<file path="src/logic/accel_event_consts.vh">
/*
 * Constants for the accelerometer event status and step count register bank:
 * register offsets, bit positions, reset values and field widths.
 * Assumes it is included by bare name from the design files only.
 */
// Function
// - Read-only mirror at 36h: overrun, wake, sleep, double, single, orientation, fall, ready.
// - Overrun flag reads 1 while FIFO is full and a sample was overwritten.
// - New-sample flag reads 1 while fresh X, Y and Z data are available.
// - Read-only wake-up source at 37h: fall, sleep, wake, X, Y, Z wake.
// - Each axis has its own wake-up flag, 1 when wake-up seen on it.
// - Read-only knock source at 38h: any, single, double, sign, X, Y, Z.
// - Knock polarity reads 0 for positive and 1 for negative acceleration.
// - Each axis has its own knock flag, 1 when knock seen on it.
// - Read-only orientation source at 39h: change, then Z, Y, X high and low bits.
// - Orientation change flag reads 1 when a position change is detected.
// - Each directional bit reads 1 while that direction exceeds threshold.
// - Step threshold register at 3Ah: clear, 4 g mode, threshold defaulting 10h.
// - Writing 1 to clear bit synchronously zeroes step count; bit defaults 0.
// - 4 g mode bit enables wide pedometer range when 1; default 0.
// - Low byte of unsigned step count reads at 3Bh.
// - High byte of step count reads at 3Ch, forming a 16-bit count.
`ifndef ACCEL_EVENT_CONSTS_VH
`define ACCEL_EVENT_CONSTS_VH

// ********************************************************************
// Register offsets
// ********************************************************************
`define OFS_EVENT_STATUS_MIRROR  8'h36
`define OFS_WAKEUP_SOURCE        8'h37
`define OFS_KNOCK_SOURCE         8'h38
`define OFS_ORIENTATION_SOURCE   8'h39
`define OFS_STEP_THRESHOLD_CFG   8'h3A
`define OFS_STEP_COUNT_LOW       8'h3B
`define OFS_STEP_COUNT_HIGH      8'h3C

// ********************************************************************
// Event flag vector positions (one shared source per event)
// ********************************************************************
`define EV_OVERRUN      0
`define EV_NEW_SAMPLE   1
`define EV_WAKEUP       2
`define EV_WAKE_X       3
`define EV_WAKE_Y       4
`define EV_WAKE_Z       5
`define EV_SLEEP        6
`define EV_FREEFALL     7
`define EV_KNOCK_ANY    8
`define EV_KNOCK_SINGLE 9
`define EV_KNOCK_DOUBLE 10
`define EV_KNOCK_NEG    11
`define EV_KNOCK_X      12
`define EV_KNOCK_Y      13
`define EV_KNOCK_Z      14
`define EV_ORIENT_CHG   15
`define EV_X_LOW        16
`define EV_X_HIGH       17
`define EV_Y_LOW        18
`define EV_Y_HIGH       19
`define EV_Z_LOW        20
`define EV_Z_HIGH       21
`define EV_WIDTH        22

// ********************************************************************
// Step threshold configuration fields and reset values
// ********************************************************************
`define STC_CLEAR_BIT     7
`define STC_WIDE_BIT      6
`define STC_THRESH_MSB    5
`define STC_THRESH_RESET  6'h10
`define STEP_COUNT_WIDTH  16

`endif

</file>
<file path="src/logic/accel_event_regs.v">
/*
 * Event status and step count register bank of the accelerometer
 * embedded function engine: four read-only source registers, the step
 * threshold configuration register and the step count bytes.
 * Assumes the serial port engine presents a parallel register access
 * (address, read and write strobes) on sys_clk, and that the event
 * detectors are logic on the same clock driving level status bits.
 */
`timescale 1ns/1ps
`default_nettype none
`include "accel_event_consts.vh"

module accel_event_regs
(
    input  wire         sys_clk,
    input  wire         resetn,
    // Register access from the serial port engine
    input  wire [7:0]   reg_addr,
    input  wire         reg_wr_en,
    input  wire [7:0]   reg_wdata,
    input  wire         reg_rd_en,
    output reg  [7:0]   reg_rdata,
    output reg          reg_rd_valid,
    // FIFO and data path status
    input  wire         fifo_overrun_det,
    input  wire         new_sample_det,
    // Wake-up, sleep and free-fall detectors
    input  wire         wakeup_det,
    input  wire         x_wakeup_det,
    input  wire         y_wakeup_det,
    input  wire         z_wakeup_det,
    input  wire         inactivity_det,
    input  wire         freefall_det,
    // Knock detector
    input  wire         knock_det,
    input  wire         single_knock_det,
    input  wire         double_knock_det,
    input  wire         knock_negative_det,
    input  wire         x_knock_det,
    input  wire         y_knock_det,
    input  wire         z_knock_det,
    // Orientation detector
    input  wire         orientation_change_det,
    input  wire         z_high_det,
    input  wire         z_low_det,
    input  wire         y_high_det,
    input  wire         y_low_det,
    input  wire         x_high_det,
    input  wire         x_low_det,
    // Pedometer
    input  wire         step_pulse,
    output reg          step_count_clear,
    output reg          pedometer_wide_range,
    output reg  [5:0]   step_min_threshold,
    output wire [15:0]  step_count
);

    // ****************************************************************
    // Helpers
    // ****************************************************************

    // Address match, shared by the write decode and the read decode
    function addr_hit;
        input [7:0] addr;
        input [7:0] offset;
        begin
            addr_hit = (addr == offset);
        end
    endfunction

    // ****************************************************************
    // Event flags
    // ****************************************************************

    reg  [`EV_WIDTH-1:0] event_flags_reg;
    reg  [`EV_WIDTH-1:0] event_flags_next;

    // Gather every detector level into one vector; each register view
    // below reads this single copy so duplicated bits never disagree
    always @*
    begin
        event_flags_next = {`EV_WIDTH{1'b0}};
        event_flags_next[`EV_OVERRUN]      = fifo_overrun_det;
        event_flags_next[`EV_NEW_SAMPLE]   = new_sample_det;
        event_flags_next[`EV_WAKEUP]       = wakeup_det;
        event_flags_next[`EV_WAKE_X]       = x_wakeup_det;
        event_flags_next[`EV_WAKE_Y]       = y_wakeup_det;
        event_flags_next[`EV_WAKE_Z]       = z_wakeup_det;
        event_flags_next[`EV_SLEEP]        = inactivity_det;
        event_flags_next[`EV_FREEFALL]     = freefall_det;
        // Any kind of knock also raises the summary flag
        event_flags_next[`EV_KNOCK_ANY]    = knock_det | single_knock_det | double_knock_det;
        event_flags_next[`EV_KNOCK_SINGLE] = single_knock_det;
        event_flags_next[`EV_KNOCK_DOUBLE] = double_knock_det;
        event_flags_next[`EV_KNOCK_NEG]    = knock_negative_det;
        event_flags_next[`EV_KNOCK_X]      = x_knock_det;
        event_flags_next[`EV_KNOCK_Y]      = y_knock_det;
        event_flags_next[`EV_KNOCK_Z]      = z_knock_det;
        event_flags_next[`EV_ORIENT_CHG]   = orientation_change_det;
        event_flags_next[`EV_X_LOW]        = x_low_det;
        event_flags_next[`EV_X_HIGH]       = x_high_det;
        event_flags_next[`EV_Y_LOW]        = y_low_det;
        event_flags_next[`EV_Y_HIGH]       = y_high_det;
        event_flags_next[`EV_Z_LOW]        = z_low_det;
        event_flags_next[`EV_Z_HIGH]       = z_high_det;
    end

    // Flag register; reads never touch it, so nothing clears on read
    always @(posedge sys_clk)
    begin
        if (!resetn)
        begin
            event_flags_reg <= {`EV_WIDTH{1'b0}};
        end
        else
        begin
            event_flags_reg <= event_flags_next;
        end
    end

    // Named views of the shared flag vector
    wire fifo_overrun_flag       = event_flags_reg[`EV_OVERRUN];
    wire new_sample_flag         = event_flags_reg[`EV_NEW_SAMPLE];
    wire wakeup_event_flag       = event_flags_reg[`EV_WAKEUP];
    wire x_axis_wakeup_flag      = event_flags_reg[`EV_WAKE_X];
    wire y_axis_wakeup_flag      = event_flags_reg[`EV_WAKE_Y];
    wire z_axis_wakeup_flag      = event_flags_reg[`EV_WAKE_Z];
    wire inactivity_event_flag   = event_flags_reg[`EV_SLEEP];
    wire freefall_flag           = event_flags_reg[`EV_FREEFALL];
    wire any_knock_flag          = event_flags_reg[`EV_KNOCK_ANY];
    wire single_knock_flag       = event_flags_reg[`EV_KNOCK_SINGLE];
    wire double_knock_flag       = event_flags_reg[`EV_KNOCK_DOUBLE];
    wire knock_negative_flag     = event_flags_reg[`EV_KNOCK_NEG];
    wire x_knock_flag            = event_flags_reg[`EV_KNOCK_X];
    wire y_knock_flag            = event_flags_reg[`EV_KNOCK_Y];
    wire z_knock_flag            = event_flags_reg[`EV_KNOCK_Z];
    wire orientation_change_flag = event_flags_reg[`EV_ORIENT_CHG];
    wire x_low_over              = event_flags_reg[`EV_X_LOW];
    wire x_high_over             = event_flags_reg[`EV_X_HIGH];
    wire y_low_over              = event_flags_reg[`EV_Y_LOW];
    wire y_high_over             = event_flags_reg[`EV_Y_HIGH];
    wire z_low_over              = event_flags_reg[`EV_Z_LOW];
    wire z_high_over             = event_flags_reg[`EV_Z_HIGH];

    // ****************************************************************
    // Register images
    // ****************************************************************

    wire [7:0] event_status_mirror;
    wire [7:0] wakeup_source;
    wire [7:0] knock_source;
    wire [7:0] orientation_source;
    wire [7:0] step_threshold_config;

    // Mirror: overrun down to data-ready, all from the shared vector
    assign event_status_mirror = {fifo_overrun_flag,
                                  wakeup_event_flag,
                                  inactivity_event_flag,
                                  double_knock_flag,
                                  single_knock_flag,
                                  orientation_change_flag,
                                  freefall_flag,
                                  new_sample_flag};

    // Wake-up source: two unused bits read zero
    assign wakeup_source = {2'b00,
                            freefall_flag,
                            inactivity_event_flag,
                            wakeup_event_flag,
                            x_axis_wakeup_flag,
                            y_axis_wakeup_flag,
                            z_axis_wakeup_flag};

    // Knock source: top bit unused
    assign knock_source = {1'b0,
                           any_knock_flag,
                           single_knock_flag,
                           double_knock_flag,
                           knock_negative_flag,
                           x_knock_flag,
                           y_knock_flag,
                           z_knock_flag};

    // Orientation source: top bit unused
    assign orientation_source = {1'b0,
                                 orientation_change_flag,
                                 z_high_over,
                                 z_low_over,
                                 y_high_over,
                                 y_low_over,
                                 x_high_over,
                                 x_low_over};

    // Configuration image reads back exactly what was stored
    assign step_threshold_config = {step_count_clear,
                                    pedometer_wide_range,
                                    step_min_threshold};

    // ****************************************************************
    // Step threshold configuration register
    // ****************************************************************

    wire cfg_write = reg_wr_en & addr_hit(reg_addr, `OFS_STEP_THRESHOLD_CFG);

    // Writes to the read-only offsets fall through and are dropped
    always @(posedge sys_clk)
    begin
        if (!resetn)
        begin
            step_count_clear     <= 1'b0;
            pedometer_wide_range <= 1'b0;
            step_min_threshold   <= `STC_THRESH_RESET;
        end
        else if (cfg_write)
        begin
            step_count_clear     <= reg_wdata[`STC_CLEAR_BIT];
            pedometer_wide_range <= reg_wdata[`STC_WIDE_BIT];
            step_min_threshold   <= reg_wdata[`STC_THRESH_MSB:0];
        end
    end

    // ****************************************************************
    // Step counter
    // ****************************************************************

    // The clear bit is a level: while it stays 1 the count is held at
    // zero, so software must write it back to 0 to resume counting
    step_tally u_step_tally
    (
        .sys_clk    (sys_clk),
        .resetn     (resetn),
        .step_pulse (step_pulse),
        .clear      (step_count_clear),
        .count      (step_count)
    );

    wire [7:0] step_count_low_byte  = step_count[7:0];
    wire [7:0] step_count_high_byte = step_count[15:8];

    // High byte snapshot taken when the low byte is read, so a low then
    // high read pair never tears across a carry between the two reads
    reg  [7:0] high_snapshot_reg;
    reg        snapshot_valid_reg;

    wire low_read  = reg_rd_en & addr_hit(reg_addr, `OFS_STEP_COUNT_LOW);
    wire high_read = reg_rd_en & addr_hit(reg_addr, `OFS_STEP_COUNT_HIGH);

    // Snapshot capture and release
    always @(posedge sys_clk)
    begin
        if (!resetn)
        begin
            high_snapshot_reg  <= 8'h00;
            snapshot_valid_reg <= 1'b0;
        end
        else if (low_read)
        begin
            high_snapshot_reg  <= step_count_high_byte;
            snapshot_valid_reg <= 1'b1;
        end
        else if (high_read | step_count_clear)
        begin
            snapshot_valid_reg <= 1'b0;
        end
    end

    // A lone high read with no prior low read returns the live byte
    wire [7:0] high_view = snapshot_valid_reg ? high_snapshot_reg : step_count_high_byte;

    // ****************************************************************
    // Read path
    // ****************************************************************

    localparam RD_IDLE = 1'b0;
    localparam RD_RESP = 1'b1;

    reg        rd_state_reg;
    reg        rd_state_next;
    reg  [7:0] rd_data_next;

    // Read multiplexer; unmapped offsets answer zero
    always @*
    begin
        rd_data_next = 8'h00;
        if (addr_hit(reg_addr, `OFS_EVENT_STATUS_MIRROR))
        begin
            rd_data_next = event_status_mirror;
        end
        else if (addr_hit(reg_addr, `OFS_WAKEUP_SOURCE))
        begin
            rd_data_next = wakeup_source;
        end
        else if (addr_hit(reg_addr, `OFS_KNOCK_SOURCE))
        begin
            rd_data_next = knock_source;
        end
        else if (addr_hit(reg_addr, `OFS_ORIENTATION_SOURCE))
        begin
            rd_data_next = orientation_source;
        end
        else if (addr_hit(reg_addr, `OFS_STEP_THRESHOLD_CFG))
        begin
            rd_data_next = step_threshold_config;
        end
        else if (addr_hit(reg_addr, `OFS_STEP_COUNT_LOW))
        begin
            rd_data_next = step_count_low_byte;
        end
        else if (addr_hit(reg_addr, `OFS_STEP_COUNT_HIGH))
        begin
            rd_data_next = high_view;
        end
    end

    // Response state: one answer cycle after each accepted read
    always @*
    begin
        case (rd_state_reg)
            RD_IDLE:
            begin
                rd_state_next = reg_rd_en ? RD_RESP : RD_IDLE;
            end
            RD_RESP:
            begin
                rd_state_next = reg_rd_en ? RD_RESP : RD_IDLE;
            end
            default:
            begin
                rd_state_next = RD_IDLE;
            end
        endcase
    end

    // Read data and valid registers; data holds until the next read
    always @(posedge sys_clk)
    begin
        if (!resetn)
        begin
            rd_state_reg <= RD_IDLE;
            reg_rdata    <= 8'h00;
            reg_rd_valid <= 1'b0;
        end
        else
        begin
            rd_state_reg <= rd_state_next;
            reg_rd_valid <= rd_state_next;
            if (reg_rd_en)
            begin
                reg_rdata <= rd_data_next;
            end
        end
    end

endmodule
`default_nettype wire

</file>
<file path="src/logic/step_tally.v">
/*
 * Sixteen-bit unsigned step tally with synchronous clear.
 * Assumes step pulses are one cycle wide and come from logic on sys_clk.
 */
`timescale 1ns/1ps
`default_nettype none
`include "accel_event_consts.vh"

module step_tally
(
    input  wire                            sys_clk,
    input  wire                            resetn,
    input  wire                            step_pulse,
    input  wire                            clear,
    output reg  [`STEP_COUNT_WIDTH-1:0]    count
);

    reg [`STEP_COUNT_WIDTH-1:0] count_next;

    // Clear wins over a coincident step so the count reads zero afterwards
    always @*
    begin
        count_next = count;
        if (clear)
        begin
            count_next = {`STEP_COUNT_WIDTH{1'b0}};
        end
        else if (step_pulse)
        begin
            // Wraps at full scale; software samples often enough to see it
            count_next = count + {{(`STEP_COUNT_WIDTH-1){1'b0}}, 1'b1};
        end
    end

    // Count register
    always @(posedge sys_clk)
    begin
        if (!resetn)
        begin
            count <= {`STEP_COUNT_WIDTH{1'b0}};
        end
        else
        begin
            count <= count_next;
        end
    end

endmodule
`default_nettype wire

</file>
<file path="config.mk">
export PLATFORM = sky130hd
export DESIGN_NAME = accel_event_regs
export DESIGN_NICKNAME = d
export VERILOG_FILES = /design/src/logic/accel_event_regs.v /design/src/logic/step_tally.v
export VERILOG_INCLUDE_DIRS = /design/src /design/src/logic
export SDC_FILE = /design/constraint.sdc
export NUM_CORES = 1
export LEC_CHECK = 0
export ABC_CLOCK_PERIOD_IN_PS = 1700
export BUFFER_PORTS_ARGS = -buffer_cell sky130_fd_sc_hd__buf_2
export CORE_MARGIN = 2
export CORE_UTILIZATION = 45
export CTS_CLUSTER_DIAMETER = 50
export DETAILED_ROUTE_END_ITERATION = 12
export PLACE_DENSITY = 0.71
export SETUP_SLACK_MARGIN = 0.05
export SYNTH_ARGS = -nofsm -noshare
export SYNTH_HDL_FRONTEND = slang
export SYNTH_SLANG_ARGS = --single-unit
</file>
<file path="constraint.sdc">
create_clock -name sys_clk -period 1.7 [get_ports sys_clk]
set_input_delay 0.255 -clock sys_clk [delete_from_list [all_inputs] [get_ports sys_clk]]
set_output_delay 0.255 -clock sys_clk [all_outputs]
set_load 0.02 [all_outputs]
</file>
==> metrics.txt <==
status=finished, final reports clean; Worst-Margin Slew=547.8 ps; final core utilization=0.5902; Worst Reg-to-Reg Cells=4; DR vias/cell=5.167; vias in the first global route=roughly 2400; io pins=76; hold_sp=y_knock_det; Post-DP HPWL=5213 um; WHS Path Cells=2; Non-Filler Instances=478; Period minus WS final=1593 ps; max incr delay on CP=~540 ps; max reg flops=22; # DRC=0; Fin. Hold Viols=0; DR WL/cell=14.57 um; WHS Endpoint=event_flags_reg[13]$_SDFF_PN0_; library cells used by synthesis=between 40 and 50; Avg Inst Size Synth=9.406 um^2; RSZ-0062 raised after global routing=false; routability cong.=0.8774; pins over their slew limit=0; mapped cell area=between 2000 and 3000 um^2; most frequent cells in the layout=buf_2, dfxtp_1, mux2i_1, nor2b_1, buf_4; Synth Register Bits=64; Critical Path Sink Type=flip-flop; cell family with most CP delay=simple AND/OR/NAND/NOR gates; share of cells above drive strength 1=0.3267; # setup viols final=0; Crit-path slowest cell=or4_4; Most used DFF post-synth=dfxtp_1; via count=~2500; height of the chip=between 80 and 90 um; critical path class=flip-flop to flip-flop; clk slew on worst S/H paths=about 70 ps; total of max-cap violations=0; Initial DRC Count=124; synth warn=0; Placed Cells=459; Root Driver=clkbuf_8; first-pass GRT wire length=11470 um; antenna cells=0; layout net count=441; setup total negative slack=0 ps; final WL=approximately 7000 um; Clock Sinks=64; 1st-pass router iterations=4; Worst-Skew Late Latency=around 340 ps; Worst Skew=10.68 ps; row cnt=29; commonest non-fill, non-tap cell in the layout=buf_2; pin count of the biggest net entering global routing=36; Starting Density=0.4600; final period utilization=0.9370; Routed Antenna Nets=0; core area=6277 um^2; die width=84.11 um; Leak Pwr=between 1.5 and 2 nW; Hold Crit Class=input pin to flip-flop; WP data arrival=1870 ps; Hold WS=115.7 ps; total CTS buffers=9; CP bufs+invs=0; FFs w/ async S/R, synth=0; Critical Path, Cell by Cell=nand4_4 -> or4_4 -> or3_1 -> a21oi_1; FF-to-FF End=u_step_tally.count[13]$_SDFFE_PP0P_; IO Port Bufs=75; FF-to-FF setup slack=110 ps; highest clock rate=0.6278 GHz; Gate Count Post-Synth=between 300 and 400; Area Growth Syn to Fin=28.29%; hold buffers post-CTS=0; gr ovfl total=0; gr usage total=0.2066; CTS H-tree lvls=3; startpoint types=flip-flop; die area=7074 um^2; worst r2r src=u_step_tally.count[1]$_SDFFE_PP0P_; synthesized net count=351; CTS tree=yes; antenna violations before repair=0; Pwr Density=872.0 nW/um^2; relative slew slack=0.6348; CP required=1980 ps; deepest clock path buffer count=2; post-synthesis sequential area ratio=0.4437; EDFF count, synth=0; peak supply drop=0.0004859 V; critical path fanouts, max=5; Pwr Total=~3.2 mW
[power by group]
group	switching [mW]	leakage [nW]	internal [mW]
Sequential	0.0226	0.529	1.54
Combinational	0.149	0.948	0.131
Clock	0.553	0.111	0.836
Total	0.725	1.59	2.51
[cells in the mapped netlist (2+ instances only)]
cell       count  share of area
nand4_1        4         0.0087
nand3b_1       2         0.0052
xnor2_1        6          0.018
buf_2          3         0.0052
o21ai_0       19          0.033
nor3_1         3         0.0052
nor4_1         3         0.0065
nand4_4        2          0.015
o211ai_1       2         0.0052
nor2_1        14          0.018
dfxtp_1       64           0.44
or3_2          2         0.0052
clkbuf_1      16          0.021
inv_1         11          0.014
a41oi_1        6          0.018
or3_1          3         0.0065
a21oi_1        6          0.010
and2_1        22          0.048
nand3_1        3         0.0052
nand4bb_1      2         0.0078
a211oi_1       7          0.018
nor2b_1       24          0.052
xor2_1         5          0.015
mux2i_1       36           0.12
nand2_1       19          0.025
o31ai_1        6          0.016
[layout make-up]
type	instances	area (um^2)
sequential	64	1305
timing repair buffer	99	555.5
tap	77	96.34
inverter	11	41.29
fill	563	2572
clock inverter	2	35.03
multi-input combinational	212	1491
clock buffer	13	180.2
[worst reg2reg max path, cell delays in order, from the launching register on]
cell and delay [ps]:
dfxtp_4 380, nand4_4 120, or4_4 540, or3_1 360, a21oi_1 130
[worst max-delay path by stage]
| stage | from | endpoint | cells past startpoint |
|---|---|---|---|
| global placement | reg_addr[6] | step_min_threshold[4]$_SDFFE_PN1P_ | 5 |
| CTS | u_step_tally.count[1]$_SDFFE_PP0P_ | u_step_tally.count[13]$_SDFFE_PP0P_ | 4 |
| finish | u_step_tally.count[1]$_SDFFE_PP0P_ | u_step_tally.count[13]$_SDFFE_PP0P_ | 4 |
| detailed placement | reg_addr[6] | step_min_threshold[5]$_SDFFE_PN0P_ | 5 |
| global route | u_step_tally.count[1]$_SDFFE_PP0P_ | u_step_tally.count[13]$_SDFFE_PP0P_ | 4 |
| floorplan | u_step_tally.count[1]$_SDFFE_PP0P_ | u_step_tally.count[13]$_SDFFE_PP0P_ | 4 |
[routing by layer]
metal,vias to the layer above,wire [um],track usage
met2,73,3145,0.3240
met3,15,336,0.04649
li1,1249,-,-
met1,1133,3301,0.2643
met5,-,0,0
met4,0,180,0.1114
[cells by family (layout without fill, tap and decap cells)]
family,after synthesis,in the layout,synth area share
flops,64,64,0.4437
compound gates,52,52,0.1174
buf+inv,31,125,0.04159
fa+ha+maj,1,1,0.004332
xor+xnor,11,11,0.03336
simple gates,111,111,0.2309
mux,37,37,0.1287
[metrics by stage]
stage               setup WS [ps]  cell area [um^2]
floorplan                   51.11              2907
global placement            65.56              3450
detailed placement         -13.88              3450
CTS                         54.03              3682
global route                51.57              3705
finish                      107.1              3705
[what timing repair did]
action / in CTS / in global routing
hold endpoints to repair: 0 / 0
resized for setup: 1 / 2
setup endpoints to repair: 2 / 2
setup buffers: 2 / 2
pin swaps: 2 / 3
Power figures use the tool's default switching activity.
